==> src/pkg/smtlb_pkg.sv <==
package smtlb_pkg;

  // Word byte addresses on the register bus.
  localparam logic [11:0] ADDR_SECCFG = 12'h000;
  localparam logic [11:0] ADDR_IDENT0 = 12'h004;
  localparam logic [11:0] ADDR_IDENT1 = 12'h008;
  localparam logic [11:0] ADDR_CONFIG0 = 12'h00C;
  localparam logic [11:0] ADDR_STATUS = 12'h010;
  localparam logic [11:0] ADDR_LOOKUP = 12'h014;
  localparam logic [11:0] ADDR_SEC_ALL = 12'h020;
  localparam logic [11:0] ADDR_MON_ALL = 12'h024;
  localparam logic [11:0] ADDR_HYP_ALL = 12'h028;
  localparam logic [11:0] ADDR_NSG_ALL = 12'h02C;
  localparam logic [11:0] ADDR_VAL_LO = 12'h030;
  localparam logic [11:0] ADDR_VAL_HI = 12'h034;
  localparam logic [11:0] ADDR_VA_LO = 12'h038;
  localparam logic [11:0] ADDR_VA_HI = 12'h03C;
  localparam logic [11:0] ADDR_MATCH_BASE = 12'h400;
  localparam logic [11:0] ADDR_S2C_BASE = 12'h800;
  localparam logic [11:0] ADDR_TABLE_MASK = 12'hC00;

  // Field positions in the stored words.
  localparam int GROUP_LSB = 8;
  localparam int BANK_LSB = 0;
  localparam int CNT_W = 8;
  localparam int VALID_BIT = 31;
  localparam int MASK_LSB = 16;
  localparam int STD_W = 15;
  localparam int EXT_W = 16;
  localparam int EXT_VALID_BIT = 10;
  localparam int EXT_EN_BIT = 0;
  localparam int ADDR_W = 44;
  localparam int ADDR_TOP = 43;
  localparam int GRANULE_LO = 0;
  localparam int GRANULE_HI = 3;
  localparam int SCHEME32_LSB = 20;

  // Invalidation command kinds.
  typedef enum logic [2:0] {
    INV_NONE = 3'h0,
    INV_SECURE = 3'h1,
    INV_MONITOR = 3'h2,
    INV_HYP = 3'h3,
    INV_GUEST = 3'h4,
    INV_VA_LAST = 3'h5,
    INV_VA = 3'h6
  } inv_kind_t;

  // One invalidation request as presented to the TLB.
  typedef struct packed {
    logic valid;
    inv_kind_t kind;
    logic [63:0] address;
  } inv_req_t;

endpackage : smtlb_pkg

==> src/design/stream_match_tlb_invalidate.sv <==
// Register access over Wishbone and the address map are this design's own decisions.
`timescale 1ns/10ps

// Behaviour
// - Non-secure ident group count uses override
// - Group override resets to implemented groups
// - Non-secure bank count uses bank override
// - Bank override resets to implemented banks
// - Unneeded override upper bits read zero
// - Bank override change may retry stalls
// - Standard entry searched only when valid
// - Mask bit one ignores identifier bit
// - Identifier low, bit fifteen reserved
// - Extended enable selects sixteen-bit layout
// - Extended entry valid via mapping flag
// - All entries share identifier widths
// - Entries writable only in matching mode
// - Secure invalidate-all clears secure entries
// - Without two states secure command reserved
// - Monitor invalidate-all clears monitor entries
// - Hypervisor invalidate-all clears hyp entries
// - Guest invalidate-all clears guest entries
// - Address field extended, granule and scheme
// - Last-level command invalidates last level
// - Extended valid flag ignored when disabled
module stream_match_tlb_invalidate #(
  parameter int NUM_GROUPS = 16,
  parameter int NUM_BANKS = 8,
  parameter int NUM_S2_BANKS = 2,
  parameter int GROUP_BITS = 5,
  parameter int BANK_BITS = 4,
  parameter bit TWO_STATES = 1'b1,
  parameter bit MATCHING = 1'b1
) (
  // Clock and reset.
  input wire logic mclk,
  input wire logic rst,
  // Wishbone slave.
  input wire logic cyc_i,
  input wire logic stb_i,
  input wire logic we_i,
  input wire logic [11:0] adr_i,
  input wire logic [3:0] sel_i,
  input wire logic [31:0] dat_i,
  output logic [31:0] dat_o,
  output logic ack_o,
  // Security state of the current register access.
  input wire logic secureAccess,
  // Stream lookup port.
  input wire logic lookupReq,
  input wire logic [15:0] lookupStream,
  output logic lookupHit,
  output logic [7:0] lookupGroup,
  output logic lookupMulti,
  // Invalidation request to the TLB and stall retry.
  output smtlb_pkg::inv_req_t invReq,
  output logic retryStalls
);

  localparam logic [7:0] GROUPS_RESET = 8'(NUM_GROUPS);
  localparam logic [7:0] BANKS_RESET = 8'(NUM_BANKS);
  localparam logic [7:0] GROUP_KEEP = 8'((1 << GROUP_BITS) - 1);
  localparam logic [7:0] BANK_KEEP = 8'((1 << BANK_BITS) - 1);
  localparam int GIDX_W = $clog2(NUM_GROUPS);

  logic [7:0] groupOverride;
  logic [7:0] bankOverride;
  logic extEnable;
  logic [31:0] matchTable [NUM_GROUPS];
  logic extValid [NUM_GROUPS];
  logic [31:0] vaLastLow;
  logic [31:0] vaLow;
  logic [3:0] lastKind;
  logic [31:0] next_rdata;
  logic [31:0] wmask;
  logic access;
  logic writeHit;
  logic [GIDX_W-1:0] tableIdx;
  logic tableHit;
  logic s2cHit;
  logic [NUM_GROUPS-1:0] hitVec;

  // Byte-lane write merge, used by the match table entries and the two address low words.
  function automatic logic [31:0] merge(input logic [31:0] old, input logic [31:0] wd, input logic [31:0] m);
    merge = (old & ~m) | (wd & m);
  endfunction : merge

  // Standard layout keeps bit fifteen reserved, so it is dropped on write and hidden on read.
  function automatic logic [31:0] std_clean(input logic [31:0] e, input logic xen);
    std_clean = e;
    if (!xen) begin
      std_clean[smtlb_pkg::MASK_LSB-1] = 1'b0;
    end
  endfunction : std_clean

  // Standard or extended comparison of one entry against a stream.
  function automatic logic entry_match(input logic [31:0] e, input logic xv, input logic xen,
                                       input logic [15:0] sid);
    logic [15:0] idv;
    logic [15:0] mk;
    idv = 16'h0000;
    mk = 16'h0000;
    if (xen) begin
      idv = e[smtlb_pkg::EXT_W-1:0];
      mk = e[smtlb_pkg::MASK_LSB +: smtlb_pkg::EXT_W];
      entry_match = xv && (((idv ^ sid) & ~mk) == 16'h0000);
    end else begin
      idv = {1'b0, e[smtlb_pkg::STD_W-1:0]};
      mk = {1'b1, e[smtlb_pkg::MASK_LSB +: smtlb_pkg::STD_W]};
      entry_match = e[smtlb_pkg::VALID_BIT] && (((idv ^ sid) & ~mk) == 16'h0000);
    end
  endfunction : entry_match

  assign access = cyc_i && stb_i && !ack_o;
  assign writeHit = access && we_i;
  assign wmask = {{8{sel_i[3]}}, {8{sel_i[2]}}, {8{sel_i[1]}}, {8{sel_i[0]}}};
  assign tableIdx = adr_i[GIDX_W+1:2];
  assign tableHit = ((adr_i & smtlb_pkg::ADDR_TABLE_MASK) == smtlb_pkg::ADDR_MATCH_BASE)
                    && (32'(adr_i[9:2]) < NUM_GROUPS);
  assign s2cHit = ((adr_i & smtlb_pkg::ADDR_TABLE_MASK) == smtlb_pkg::ADDR_S2C_BASE)
                  && (32'(adr_i[9:2]) < NUM_GROUPS);

  // Single-cycle acknowledge; dropped in the cycle after it is given.
  always_ff @(posedge mclk) begin
    if (rst) begin
      ack_o <= 1'b0;
    end else begin
      ack_o <= access;
    end
  end

  // Override fields; only Secure software may change them.
  always_ff @(posedge mclk) begin
    if (rst) begin
      groupOverride <= GROUPS_RESET;
      bankOverride <= BANKS_RESET;
    end else if (writeHit && secureAccess && adr_i == smtlb_pkg::ADDR_SECCFG) begin
      if (sel_i[1]) begin
        groupOverride <= dat_i[smtlb_pkg::GROUP_LSB +: smtlb_pkg::CNT_W] & GROUP_KEEP;
      end
      if (sel_i[0]) begin
        bankOverride <= dat_i[smtlb_pkg::BANK_LSB +: smtlb_pkg::CNT_W] & BANK_KEEP;
      end
    end
  end

  // A change of bank allocation lets stalled banks retry once.
  always_ff @(posedge mclk) begin
    if (rst) begin
      retryStalls <= 1'b0;
    end else begin
      retryStalls <= writeHit && secureAccess && adr_i == smtlb_pkg::ADDR_SECCFG && sel_i[0]
                     && ((dat_i[smtlb_pkg::BANK_LSB +: smtlb_pkg::CNT_W] & BANK_KEEP) != bankOverride);
    end
  end

  // Extended identifier enable.
  always_ff @(posedge mclk) begin
    if (rst) begin
      extEnable <= 1'b0;
    end else if (writeHit && adr_i == smtlb_pkg::ADDR_CONFIG0 && sel_i[0]) begin
      extEnable <= dat_i[smtlb_pkg::EXT_EN_BIT];
    end
  end

  // Match table: one width for every entry, reserved bit held at zero.
  // Contents are cleared on reset only to keep simulation free of unknowns.
  always_ff @(posedge mclk) begin
    if (rst) begin
      for (int g = 0; g < NUM_GROUPS; g++) begin
        matchTable[g] <= 32'h00000000;
        extValid[g] <= 1'b0;
      end
    end else if (writeHit && MATCHING) begin
      if (tableHit) begin
        matchTable[tableIdx] <= std_clean(merge(matchTable[tableIdx], dat_i, wmask), extEnable);
      end
      if (s2cHit && sel_i[1]) begin
        extValid[tableIdx] <= dat_i[smtlb_pkg::EXT_VALID_BIT];
      end
    end
  end

  // Stored low halves of the by-address commands.
  always_ff @(posedge mclk) begin
    if (rst) begin
      vaLastLow <= 32'h00000000;
      vaLow <= 32'h00000000;
    end else if (writeHit) begin
      if (adr_i == smtlb_pkg::ADDR_VAL_LO) begin
        vaLastLow <= merge(vaLastLow, dat_i, wmask);
      end
      if (adr_i == smtlb_pkg::ADDR_VA_LO) begin
        vaLow <= merge(vaLow, dat_i, wmask);
      end
    end
  end

  // Command issue: whole-TLB writes fire regardless of data, by-address
  // writes fire on the upper word and carry the sign-extended address, with bits 63:32 cleared when bit 31 is set.
  always_ff @(posedge mclk) begin
    logic [63:0] a;
    a = 64'h0;
    if (rst) begin
      invReq <= '0;
    end else begin
      invReq.valid <= 1'b0;
      if (writeHit) begin
        case (adr_i)
          smtlb_pkg::ADDR_SEC_ALL: begin
            invReq.valid <= TWO_STATES;
            invReq.kind <= smtlb_pkg::INV_SECURE;
            invReq.address <= 64'h0;
          end
          smtlb_pkg::ADDR_MON_ALL: begin
            invReq.valid <= TWO_STATES;
            invReq.kind <= smtlb_pkg::INV_MONITOR;
            invReq.address <= 64'h0;
          end
          smtlb_pkg::ADDR_HYP_ALL: begin
            invReq.valid <= 1'b1;
            invReq.kind <= smtlb_pkg::INV_HYP;
            invReq.address <= 64'h0;
          end
          smtlb_pkg::ADDR_NSG_ALL: begin
            invReq.valid <= 1'b1;
            invReq.kind <= smtlb_pkg::INV_GUEST;
            invReq.address <= 64'h0;
          end
          smtlb_pkg::ADDR_VAL_HI, smtlb_pkg::ADDR_VA_HI: begin
            a[smtlb_pkg::ADDR_W-1:0] = {dat_i[11:0],
              (adr_i == smtlb_pkg::ADDR_VAL_HI) ? vaLastLow : vaLow};
            a = {{20{a[smtlb_pkg::ADDR_TOP]}}, a[smtlb_pkg::ADDR_W-1:0]} << 12;
            if (dat_i[30]) begin
              a[15:12] = 4'h0;
            end
            if (dat_i[31]) begin
              a[63:32] = 32'h00000000;
            end
            invReq.valid <= TWO_STATES;
            invReq.kind <= (adr_i == smtlb_pkg::ADDR_VAL_HI) ? smtlb_pkg::INV_VA_LAST
                                                            : smtlb_pkg::INV_VA;
            invReq.address <= a;
          end
          default: begin
            invReq.valid <= 1'b0;
          end
        endcase
      end
    end
  end

  // Read mux; Non-secure readers see the reduced counts.
  always_comb begin
    next_rdata = 32'h00000000;
    case (adr_i)
      smtlb_pkg::ADDR_SECCFG: next_rdata = secureAccess ? {16'h0000, groupOverride, bankOverride} : 32'h0;
      smtlb_pkg::ADDR_IDENT0: next_rdata = {24'h000000, secureAccess ? GROUPS_RESET : groupOverride};
      smtlb_pkg::ADDR_IDENT1: next_rdata = {8'(NUM_S2_BANKS), 16'h0000,
                                            secureAccess ? BANKS_RESET : bankOverride};
      smtlb_pkg::ADDR_CONFIG0: next_rdata = {31'h00000000, extEnable};
      smtlb_pkg::ADDR_STATUS: next_rdata = {lastKind, 28'h0000000};
      smtlb_pkg::ADDR_LOOKUP: next_rdata = {22'h000000, lookupMulti, lookupHit, lookupGroup};
      default: begin
        if (tableHit && MATCHING) begin
          next_rdata = std_clean(matchTable[tableIdx], extEnable);
        end else if (s2cHit) begin
          next_rdata = 32'(extValid[tableIdx]) << smtlb_pkg::EXT_VALID_BIT;
        end
      end
    endcase
  end

  // Registered read data.
  always_ff @(posedge mclk) begin
    if (rst) begin
      dat_o <= 32'h00000000;
    end else if (access && !we_i) begin
      dat_o <= next_rdata;
    end
  end

  // Last issued command kind, for software to observe.
  always_ff @(posedge mclk) begin
    if (rst) begin
      lastKind <= 4'h0;
    end else if (invReq.valid) begin
      lastKind <= {1'b0, invReq.kind};
    end
  end

  // Parallel comparators, one per entry.
  generate
    for (genvar g = 0; g < NUM_GROUPS; g++) begin : g_cmp
      assign hitVec[g] = MATCHING && entry_match(matchTable[g], extValid[g], extEnable, lookupStream);
    end
  endgenerate

  // Lookup result, lowest hit wins; multiple hits are flagged.
  always_ff @(posedge mclk) begin
    logic found;
    logic [7:0] idx;
    found = 1'b0;
    idx = 8'h00;
    for (int g = NUM_GROUPS - 1; g >= 0; g--) begin
      if (hitVec[g]) begin
        found = 1'b1;
        idx = 8'(g);
      end
    end
    if (rst) begin
      lookupHit <= 1'b0;
      lookupGroup <= 8'h00;
      lookupMulti <= 1'b0;
    end else if (lookupReq) begin
      lookupHit <= found;
      lookupGroup <= idx;
      lookupMulti <= (hitVec & (hitVec - 1'b1)) != '0;
    end
  end

  // Non-secure identification read returns the override.
  chk_ident_override: assert property (@(posedge mclk) disable iff (rst)
    access && !we_i && !secureAccess && adr_i == smtlb_pkg::ADDR_IDENT0 |=> dat_o[7:0] == groupOverride)
    else $error("Non-secure group count not overridden");
  chk_group_reset: assert property (@(posedge mclk) $fell(rst) |-> groupOverride == GROUPS_RESET)
    else $error("Group override reset wrong");
  chk_bank_override: assert property (@(posedge mclk) disable iff (rst)
    access && !we_i && !secureAccess && adr_i == smtlb_pkg::ADDR_IDENT1 |=> dat_o[7:0] == bankOverride)
    else $error("Non-secure bank count not overridden");
  chk_bank_reset: assert property (@(posedge mclk) $fell(rst) |-> bankOverride == BANKS_RESET)
    else $error("Bank override reset wrong");
  chk_upper_zero: assert property (@(posedge mclk) disable iff (rst)
    ((bankOverride & ~BANK_KEEP) == 8'h00) && ((groupOverride & ~GROUP_KEEP) == 8'h00))
    else $error("Unimplemented override bits set");
  chk_invalid_nohit: assert property (@(posedge mclk) disable iff (rst)
    lookupReq && !extEnable && !matchTable[0][smtlb_pkg::VALID_BIT] |=> !(lookupHit && lookupGroup == 8'h00))
    else $error("Invalid entry matched");
  chk_ext_valid: assert property (@(posedge mclk) disable iff (rst)
    lookupReq && extEnable && !extValid[0] |=> !(lookupHit && lookupGroup == 8'h00))
    else $error("Extended entry matched without valid");
  chk_any_write: assert property (@(posedge mclk) disable iff (rst)
    writeHit && adr_i == smtlb_pkg::ADDR_HYP_ALL |=> invReq.valid && invReq.kind == smtlb_pkg::INV_HYP)
    else $error("Hypervisor invalidate not issued");
  chk_guest_write: assert property (@(posedge mclk) disable iff (rst)
    writeHit && adr_i == smtlb_pkg::ADDR_NSG_ALL |=> invReq.valid ##1 !invReq.valid)
    else $error("Guest invalidate not a single pulse");
  chk_secure_reserved: assert property (@(posedge mclk) disable iff (rst)
    writeHit && adr_i == smtlb_pkg::ADDR_SEC_ALL |=> invReq.valid == TWO_STATES)
    else $error("Secure invalidate handling wrong");
  chk_address_extend: assert property (@(posedge mclk) disable iff (rst)
    invReq.valid && invReq.kind == smtlb_pkg::INV_VA |-> invReq.address[63:56] == {8{invReq.address[55]}})
    else $error("Address not sign extended");

  // Standard-format reads never expose the reserved bit.
  chk_reserved_read: assert property (@(posedge mclk) disable iff (rst)
    access && !we_i && tableHit && !extEnable |=> !dat_o[smtlb_pkg::MASK_LSB-1])
    else $error("Reserved match bit read back set");
  chk_retry_change: assert property (@(posedge mclk) disable iff (rst)
    retryStalls |-> $changed(bankOverride))
    else $error("Retry pulse without bank override change");
  chk_monitor_all: assert property (@(posedge mclk) disable iff (rst)
    writeHit && adr_i == smtlb_pkg::ADDR_MON_ALL
    |=> invReq.valid == TWO_STATES && invReq.kind == smtlb_pkg::INV_MONITOR)
    else $error("Monitor invalidate not issued");
  chk_va_last_kind: assert property (@(posedge mclk) disable iff (rst)
    writeHit && adr_i == smtlb_pkg::ADDR_VAL_HI
    |=> invReq.valid == TWO_STATES && invReq.kind == smtlb_pkg::INV_VA_LAST)
    else $error("Last-level invalidate not issued");
  chk_ack_single: assert property (@(posedge mclk) disable iff (rst)
    ack_o |=> !ack_o)
    else $error("Acknowledge longer than one cycle");

endmodule : stream_match_tlb_invalidate

==> config.mk <==
export PLATFORM = sky130hd
export DESIGN_NAME = stream_match_tlb_invalidate
export DESIGN_NICKNAME = d
export VERILOG_FILES = /design/src/pkg/smtlb_pkg.sv /design/src/design/stream_match_tlb_invalidate.sv
export SDC_FILE = /design/constraint.sdc
export NUM_CORES = 1
export LEC_CHECK = 0
export ABC_AREA = 0
export BUFFER_PORTS_ARGS = -buffer_cell sky130_fd_sc_hd__buf_4
export CAP_MARGIN = 5
export CORE_AREA = 2 2 295 297
export CTS_BUF_LIST = sky130_fd_sc_hd__clkbuf_2 sky130_fd_sc_hd__clkbuf_4 sky130_fd_sc_hd__clkbuf_8
export DETAILED_ROUTE_END_ITERATION = 8
export DIE_AREA = 0 0 297 299
export MAX_ROUTING_LAYER = met4
export PLACE_DENSITY = 0.59
export SLEW_MARGIN = 20
export SYNTH_ARGS = -nofsm -noshare
export SYNTH_HDL_FRONTEND = slang
export SYNTH_SLANG_ARGS = --single-unit
==> constraint.sdc <==
create_clock -name mclk -period 3.67 [get_ports mclk]
set_input_delay 0.367 -clock mclk [delete_from_list [all_inputs] [get_ports mclk]]
set_output_delay 0.367 -clock mclk [all_outputs]
set_load 0.02 [all_outputs]
==> impl_metrics.env, run 1 <==
export IMPL_power_static_leakage_nw=13.5
export IMPL_ys_flop_type="sky130_fd_sc_hd__edfxtp_1"
export IMPL_endpoint_of_the_worst_slack_reg_to_reg_timing_path="lookupHit"
export IMPL_cts_htree_levels=3
export IMPL_layout_nets=3111
export IMPL_finalHoldWorstSlack_ns=0.102
export IMPL_tritoncts_clock_tree="yes"
export IMPL_cap_viol_max_count=0
export IMPL_share_comb_of_total_power_pct=11.6
export IMPL_synth_async_sr_flop_share_pct=0
export IMPL_via_count_of_the_first_global_routing_pass=24916
export IMPL_power_density_mw_per_mm2=465
export IMPL_post_synth_cell_area_avg_um2=12.1
export IMPL_post_route_cells_drive_above_1_share_pct=23.4
export IMPL_utilization_pct=46.2
export IMPL_timing_final_ws_setup_ns=0.272
export IMPL_max_slew_worst_pin_slew_ns=0.964
export IMPL_dr_total_vias=25299
export IMPL_cts_buffers_inserted=119
export IMPL_worst_endpoint_arrival_ns=4.06
export IMPL_inst_count_dp=4034
export IMPL_initial_utilization_pct=39.6
export IMPL_nFillCells=7794
export IMPL_worstPathMaxFanout=6
export IMPL_detailed_place_hpwl_mm=92.9
export IMPL_net_switching_power_mw=4.88
export IMPL_synth_warn=0
export IMPL_route_detailed_vias_per_inst=5.88
export IMPL_placed_cell_area_mm2=0.0367
export IMPL_drtPass1Iterations=6
export IMPL_post_cts_repair_setup_buffers=0
export IMPL_die_area_mm2=0.0888
export IMPL_crit_path_top_delay_cell="sky130_fd_sc_hd__nor4_1"
export IMPL_clock_sinks=693
export IMPL_max_clock_freq_mhz=294
export IMPL_synth_cells=2823
export IMPL_path_delay_family="simple AND/OR/NAND/NOR gates"
export IMPL_post_place_ws_ns=0.341
export IMPL_criticalPathCategory="reg2reg"
export IMPL_syn2layout_area_growth_pct=16.7
export IMPL_clockBufferDepth=3
export IMPL_route_detailed_wl_per_inst_um=29.4
export IMPL_setup_reg_to_reg_worst_slack_ns=0.27
export IMPL_p_sw_share_pct=26.4
export IMPL_grt_setup_unrepaired="no"
export IMPL_io_buffers=166
export IMPL_netlist_area_mm2=0.0340
export IMPL_worstPathCellList="xnor2_1 -> o22ai_1 -> nor4_1 -> nand3_1 -> buf_4 -> nand4_1 -> or2_2 -> nor2_1 -> a311oi_1 -> dlygate4sd3_1"
export IMPL_cpPeakStageDelay_ns=0.71
export IMPL_final_setup_skew_ns=0.0486
export IMPL_crit_path_start_kind="flop"
export IMPL_terminating_pin_of_the_worst_hold_path="dat_o[10]"
export IMPL_placement_rows=108
export IMPL_clock_root_buffer="sky130_fd_sc_hd__clkbuf_8"
export IMPL_run_status="finished, final reports clean"
export IMPL_clk_pin_slew_worst_paths_ns=0.06
export IMPL_ir_drop_mv=0.304
export IMPL_final_cell_mix="661 x sky130_fd_sc_hd__nor2_1, 528 x sky130_fd_sc_hd__edfxtp_1, 265 x sky130_fd_sc_hd__buf_4, 256 x sky130_fd_sc_hd__xnor2_1"
export IMPL_total_congestion_overflow_after_global_routing=0
export IMPL_instances_no_fill=4302
export IMPL_reg2reg_from="matchTable[9][14]"
export IMPL_most_frequent_standard_cell_in_the_layout_excluding_fill_and_tap_cells="sky130_fd_sc_hd__nor2_1"
export IMPL_first_iter_violations=3118
export IMPL_grtUsageTotal_pct=28.9
export IMPL_register_share_of_total_power_pct=47.8
export IMPL_design_portCount=183
export IMPL_worst_hold_path_type="in2reg"
export IMPL_die_x_um=297
export IMPL_drc=0
export IMPL_final_period_utilization_pct=92.6
export IMPL_ys_seq_area_share_pct=56.3
export IMPL_clock_insertion_delay_worst_skew_ns=0.77
export IMPL_endpoint_kind="flop"
export IMPL_synthDistinctLibCells=60
export IMPL_rr_worst_depth=10
export IMPL_timing_final_setup_violations=0
export IMPL_power_report_internal_total_mw=13.6
export IMPL_final_setup_tns_ns=0
export IMPL_grt_first_pass_wirelength_mm=180
export IMPL_required_ns=4.33
export IMPL_die_height_um=299
export IMPL_max_slew_margin_rel_pct=35.6
export IMPL_ant_nets=0
export IMPL_grt_start_max_net_pins=104
export IMPL_flop_and_latch_count_out_of_synthesis=693
export IMPL_hold_viol_final=0
export IMPL_antenna_found_initial=4
export IMPL_finalPower_mw=18.5
export IMPL_postRouteWirelength_mm=126
export IMPL_fp_coreArea_mm2=0.0859
export IMPL_synth_edf_count=528
export IMPL_hold_path_depth=3
export IMPL_critical_path_buf_inv_count=2
export IMPL_power_frac_clock_pct=40.6
export IMPL_final_max_slew_violation_count=0
export IMPL_final_period_minus_worst_setup_slack_ns=3.40
export IMPL_design_area_mm2=0.0397
export IMPL_gp_routability_congestion=1.01
export IMPL_worstHoldStart="adr_i[11]"
-- flip-flops by register name, indices dropped and copies added (netlist names), 3 cells and up, named ones only --
name,count
bankOverride,4
dat_o,32
extValid,16
groupOverride,5
invReq,48
lastKind,3
lookupGroup,4
matchTable,512
-- cells by family after synthesis --
logic type,synth area share (%)
flip-flops,56.3
buffers and inverters,4.00
XOR/XNOR,6.69
AO/OA/AOI/OAI,6.76
multiplexers,13.7
AND/OR/NAND/NOR,12.5
other,0.0110
adder cells (fa/ha/maj),0.0294
-- layout make-up --
cell class | instances | area, um^2 | share of cell area [%]
Multi-Input combinational cell | 1885 | 13600 | 34.3
Inverter | 10 | 37.5 | 0.0945
Clock buffer | 180 | 2170 | 5.47
Clock inverter | 46 | 384 | 0.967
Sequential cell | 693 | 19200 | 48.2
Timing Repair Buffer | 331 | 2910 | 7.32
Antenna cell | 2 | 5.00 | 0.0126
Tap cell | 1155 | 1450 | 3.64
-- tightest hold or removal path, cell delays in order --
cell,delay (ns)
sky130_fd_sc_hd__buf_4,0.14
sky130_fd_sc_hd__a32oi_1,0.17
sky130_fd_sc_hd__a211oi_1,0.09
-- power groups by stage --
| stage | combinational [mW] | clock (mW) | sequential [mW] |
|---|---|---|---|
| floorplan | 1.25 | 0 | 8.90 |
| global placement | 2.07 | 0 | 8.96 |
| detailed placement | 2.07 | 0 | 8.97 |
| CTS | 2.11 | 7.60 | 8.81 |
| global route | 2.21 | 7.92 | 8.82 |
| finish | 2.15 | 7.49 | 8.81 |
-- synth_stat cells, types with 13 or more instances --
library cell | instances | area, um^2
sky130_fd_sc_hd__o22ai_1 | 130 | 813
sky130_fd_sc_hd__nor3_1 | 46 | 230
sky130_fd_sc_hd__dfxtp_1 | 165 | 3300
sky130_fd_sc_hd__mux2i_4 | 31 | 698
sky130_fd_sc_hd__buf_4 | 61 | 458
sky130_fd_sc_hd__buf_1 | 13 | 48.8
sky130_fd_sc_hd__nor4_1 | 17 | 106
sky130_fd_sc_hd__xnor2_1 | 256 | 2240
sky130_fd_sc_hd__edfxtp_1 | 528 | 15900
sky130_fd_sc_hd__clkbuf_1 | 101 | 379
sky130_fd_sc_hd__nand2b_1 | 30 | 188
sky130_fd_sc_hd__nor2_1 | 661 | 2480
sky130_fd_sc_hd__buf_2 | 65 | 325
sky130_fd_sc_hd__a22oi_1 | 39 | 293
sky130_fd_sc_hd__a21oi_1 | 131 | 656
sky130_fd_sc_hd__o21bai_1 | 20 | 150
sky130_fd_sc_hd__nand3_1 | 97 | 485
sky130_fd_sc_hd__nand2_1 | 130 | 488
sky130_fd_sc_hd__mux4_2 | 165 | 3720
sky130_fd_sc_hd__mux2i_1 | 23 | 230
-- per-layer routing --
| metal | GRT usage [%] | wire length (um) |
|---|---|---|
| met1 | 36.8 | 47700 |
| met2 | 45.1 | 59100 |
| met3 | 5.08 | 12900 |
| met4 | 13.8 | 6830 |
| met5 | - | 0 |
-- worst max path at each step --
stage	endpoint	startpoint	depth (start not counted)	slack, ns
after global routing	lookupHit	matchTable[8][14]	9	0.25
after detailed placement	matchTable[5][24]	adr_i[2]	6	0.34
after CTS	lookupHit	matchTable[8][14]	9	0.37
after global placement	matchTable[12][24]	adr_i[2]	6	0.35
after floorplan	matchTable[3][0]	adr_i[6]	6	0.65
final	lookupHit	matchTable[9][14]	10	0.27
-- timing repair --
item                                   CTS  global route
resized for setup                        0             0
endpoints found under the hold margin   92             0
hold buffers                            39             0
Note: power is estimated with default switching activity, not from simulation.
==> run 2, diff against run 1 <==
- CELL_PAD_IN_SITES_DETAIL_PLACEMENT: unset -> 1
- CELL_PAD_IN_SITES_GLOBAL_PLACEMENT: unset -> 1
- PLACE_DENSITY: 0.59 -> 0.69
==> run 2 against run 1 <==
Compared with the run above: clock-buffer cell count is 6 lower; sequential cell count stayed put; routed wire length is 1.0% higher; non-clock buffer count is 14 lower; sequential power hardly changed; final cell count is 0.37% lower; final area is 0.54% lower; core utilization is 0.25 points lower; worst setup slack better by 0.048 ns; power is 1.8% lower; global-route usage is 0.35 points higher.
==> impl_metrics.env, run 2 (synthesized netlist as in run 1, its figures left out) <==
export IMPL_fp_coreArea_mm2=0.0859
export IMPL_power_static_leakage_nw=13.4
export IMPL_required_ns=4.33
export IMPL_detailed_place_hpwl_mm=93.1
export IMPL_critical_path_buf_inv_count=0
export IMPL_total_congestion_overflow_after_global_routing=0
export IMPL_ir_drop_mv=0.299
export IMPL_worst_endpoint_arrival_ns=4.01
export IMPL_die_area_mm2=0.0888
export IMPL_max_slew_margin_rel_pct=34.3
export IMPL_final_cell_mix="661 x sky130_fd_sc_hd__nor2_1, 528 x sky130_fd_sc_hd__edfxtp_1, 256 x sky130_fd_sc_hd__xnor2_1, 248 x sky130_fd_sc_hd__buf_4"
export IMPL_grtUsageTotal_pct=29.3
export IMPL_most_frequent_standard_cell_in_the_layout_excluding_fill_and_tap_cells="sky130_fd_sc_hd__nor2_1"
export IMPL_crit_path_start_kind="flop"
export IMPL_design_portCount=183
export IMPL_final_period_utilization_pct=91.3
export IMPL_run_status="finished, final reports clean"
export IMPL_syn2layout_area_growth_pct=16.1
export IMPL_initial_utilization_pct=39.6
export IMPL_clockBufferDepth=3
export IMPL_die_height_um=299
export IMPL_clock_root_buffer="sky130_fd_sc_hd__clkbuf_8"
export IMPL_grt_first_pass_wirelength_mm=184
export IMPL_worst_path_stages=9
export IMPL_placement_rows=108
export IMPL_drtPass1Iterations=7
export IMPL_clock_insertion_delay_worst_skew_ns=0.76
export IMPL_first_iter_violations=2595
export IMPL_path_delay_family="simple AND/OR/NAND/NOR gates"
export IMPL_clk_pin_slew_worst_paths_ns=0.07
export IMPL_flip_flop_count_of_the_largest_register_after_layout=512
export IMPL_sequential_cell_area_mm2=0.0192
export IMPL_rr_worst_depth=9
export IMPL_grt_use_met1_pct=36.3
export IMPL_worst_hold_path_type="in2reg"
export IMPL_postRouteWirelength_mm=128
export IMPL_worstPathMaxFanout=4
export IMPL_die_x_um=297
export IMPL_regMostFlops="matchTable"
export IMPL_drc=0
export IMPL_crit_startpoint="matchTable[3][9]"
export IMPL_cpPeakStageDelay_ns=0.79
export IMPL_max_slew_worst_pin_slew_ns=0.977
export IMPL_endpoint_kind="flop"
export IMPL_route_detailed_wl_per_inst_um=29.8
export IMPL_ant_nets=0
export IMPL_use_met2_pct=47.8
export IMPL_multi_input_area_mm2=0.0136
export IMPL_via_count_of_the_first_global_routing_pass=26134
export IMPL_route_detailed_vias_per_inst=5.89
export IMPL_top_regs="matchTable (512), invReq (48), dat_o (32)"
export IMPL_finalPower_mw=18.1
export IMPL_cap_viol_max_count=0
export IMPL_layout_nets=3098
export IMPL_grt_setup_unrepaired="no"
export IMPL_max_clock_freq_mhz=299
export IMPL_hold_viol_final=0
export IMPL_finalHoldWorstSlack_ns=0.0555
export IMPL_dr_total_vias=25244
export IMPL_crit_path_top_delay_cell="sky130_fd_sc_hd__nor4_1"
export IMPL_post_route_cells_drive_above_1_share_pct=22.3
export IMPL_worstHoldStart="sel_i[1]"
export IMPL_final_setup_tns_ns=0
export IMPL_post_cts_repair_setup_buffers=0
export IMPL_reg2reg_from="matchTable[3][9]"
export IMPL_grt_use_met3_pct=4.03
export IMPL_criticalPathCategory="reg2reg"
export IMPL_worstPathCellList="xnor2_1 -> o22ai_1 -> nor4_1 -> nand3_1 -> nand2_1 -> nor3b_1 -> nor2b_1 -> a221o_1 -> a41oi_1"
export IMPL_cts_htree_levels=3
export IMPL_gp_routability_congestion=0.961
export IMPL_cts_buffers_inserted=120
export IMPL_hold_path_depth=3
export IMPL_grt_busiest_layer="met2"
export IMPL_postCtsHoldBufs=36
export IMPL_tritoncts_clock_tree="yes"
export IMPL_clock_sinks=693
export IMPL_cts_resized_gates=0
export IMPL_nFillCells=9079
export IMPL_antenna_found_initial=9
export IMPL_final_max_slew_violation_count=0
export IMPL_final_period_minus_worst_setup_slack_ns=3.35
export IMPL_grt_start_max_net_pins=104
export IMPL_timing_final_setup_violations=0
export IMPL_final_setup_skew_ns=0.0453
export IMPL_io_buffers=166
export IMPL_power_density_mw_per_mm2=459
-- run 2: cell types whose count changed in the layout (fill, tap and decap cells not counted), sizes merged --
cell / change
clkinvlp: -2
clkinv: +10
dlygate4sd3: -3
buf: -11
bufinv: -3
clkbuf: -6
inv: -4
diode: +3
-- run 2: final cells by class --
cell class / count / share of cell area (%)
Clock buffer: 174 / 5.38
Tap cell: 1155 / 3.66
Antenna cell: 5 / 0.0317
Clock inverter: 47 / 0.728
Multi-Input combinational cell: 1885 / 34.4
Inverter: 10 / 0.0950
Sequential cell: 693 / 48.5
Timing Repair Buffer: 317 / 7.22
-- run 2: metal layers --
metal	routed length, um	up-vias
met5	0	-
met1	48600	13127
met4	6240	0
met2	62900	1258
li1	-	10634
met3	10000	225
-- run 2: report_power, final --
group | switching, mW | leakage (nW) | internal, mW | total [mW]
registers | 0.173 | 6.77 | 8.63 | 8.80
clock network | 3.32 | 1.29 | 3.85 | 7.17
logic | 1.37 | 5.34 | 0.795 | 2.16
-- run 2: metrics by stage --
step	instance area [um^2]	setup slack, ns	std cells	utilization (%)
5_1_grt	39500	0.301	4285	46.0
2_1_floorplan	34100	0.646	2838	-
4_1_cts	39500	0.399	4281	45.9
6_report	39500	0.320	4286	46.0
3_5_place_dp	36700	0.252	4024	42.7
3_3_place_gp	36700	0.180	4024	42.7
-- run 2: path summary, 6_finish.rpt --
kind	slack, ns	end
setup / recovery	0.32	lookupMulti
hold reg to reg	0.45	flop
hold / removal	0.06	flop
setup reg to reg	0.32	lookupMulti
-- run 2: worst register-to-register path, delay by kind of cell (launching register included) --
family          cells  cell delay [ns]
compound gates      3             0.74
xor+xnor            1             0.36
flops               1             0.41
simple gates        5             1.75
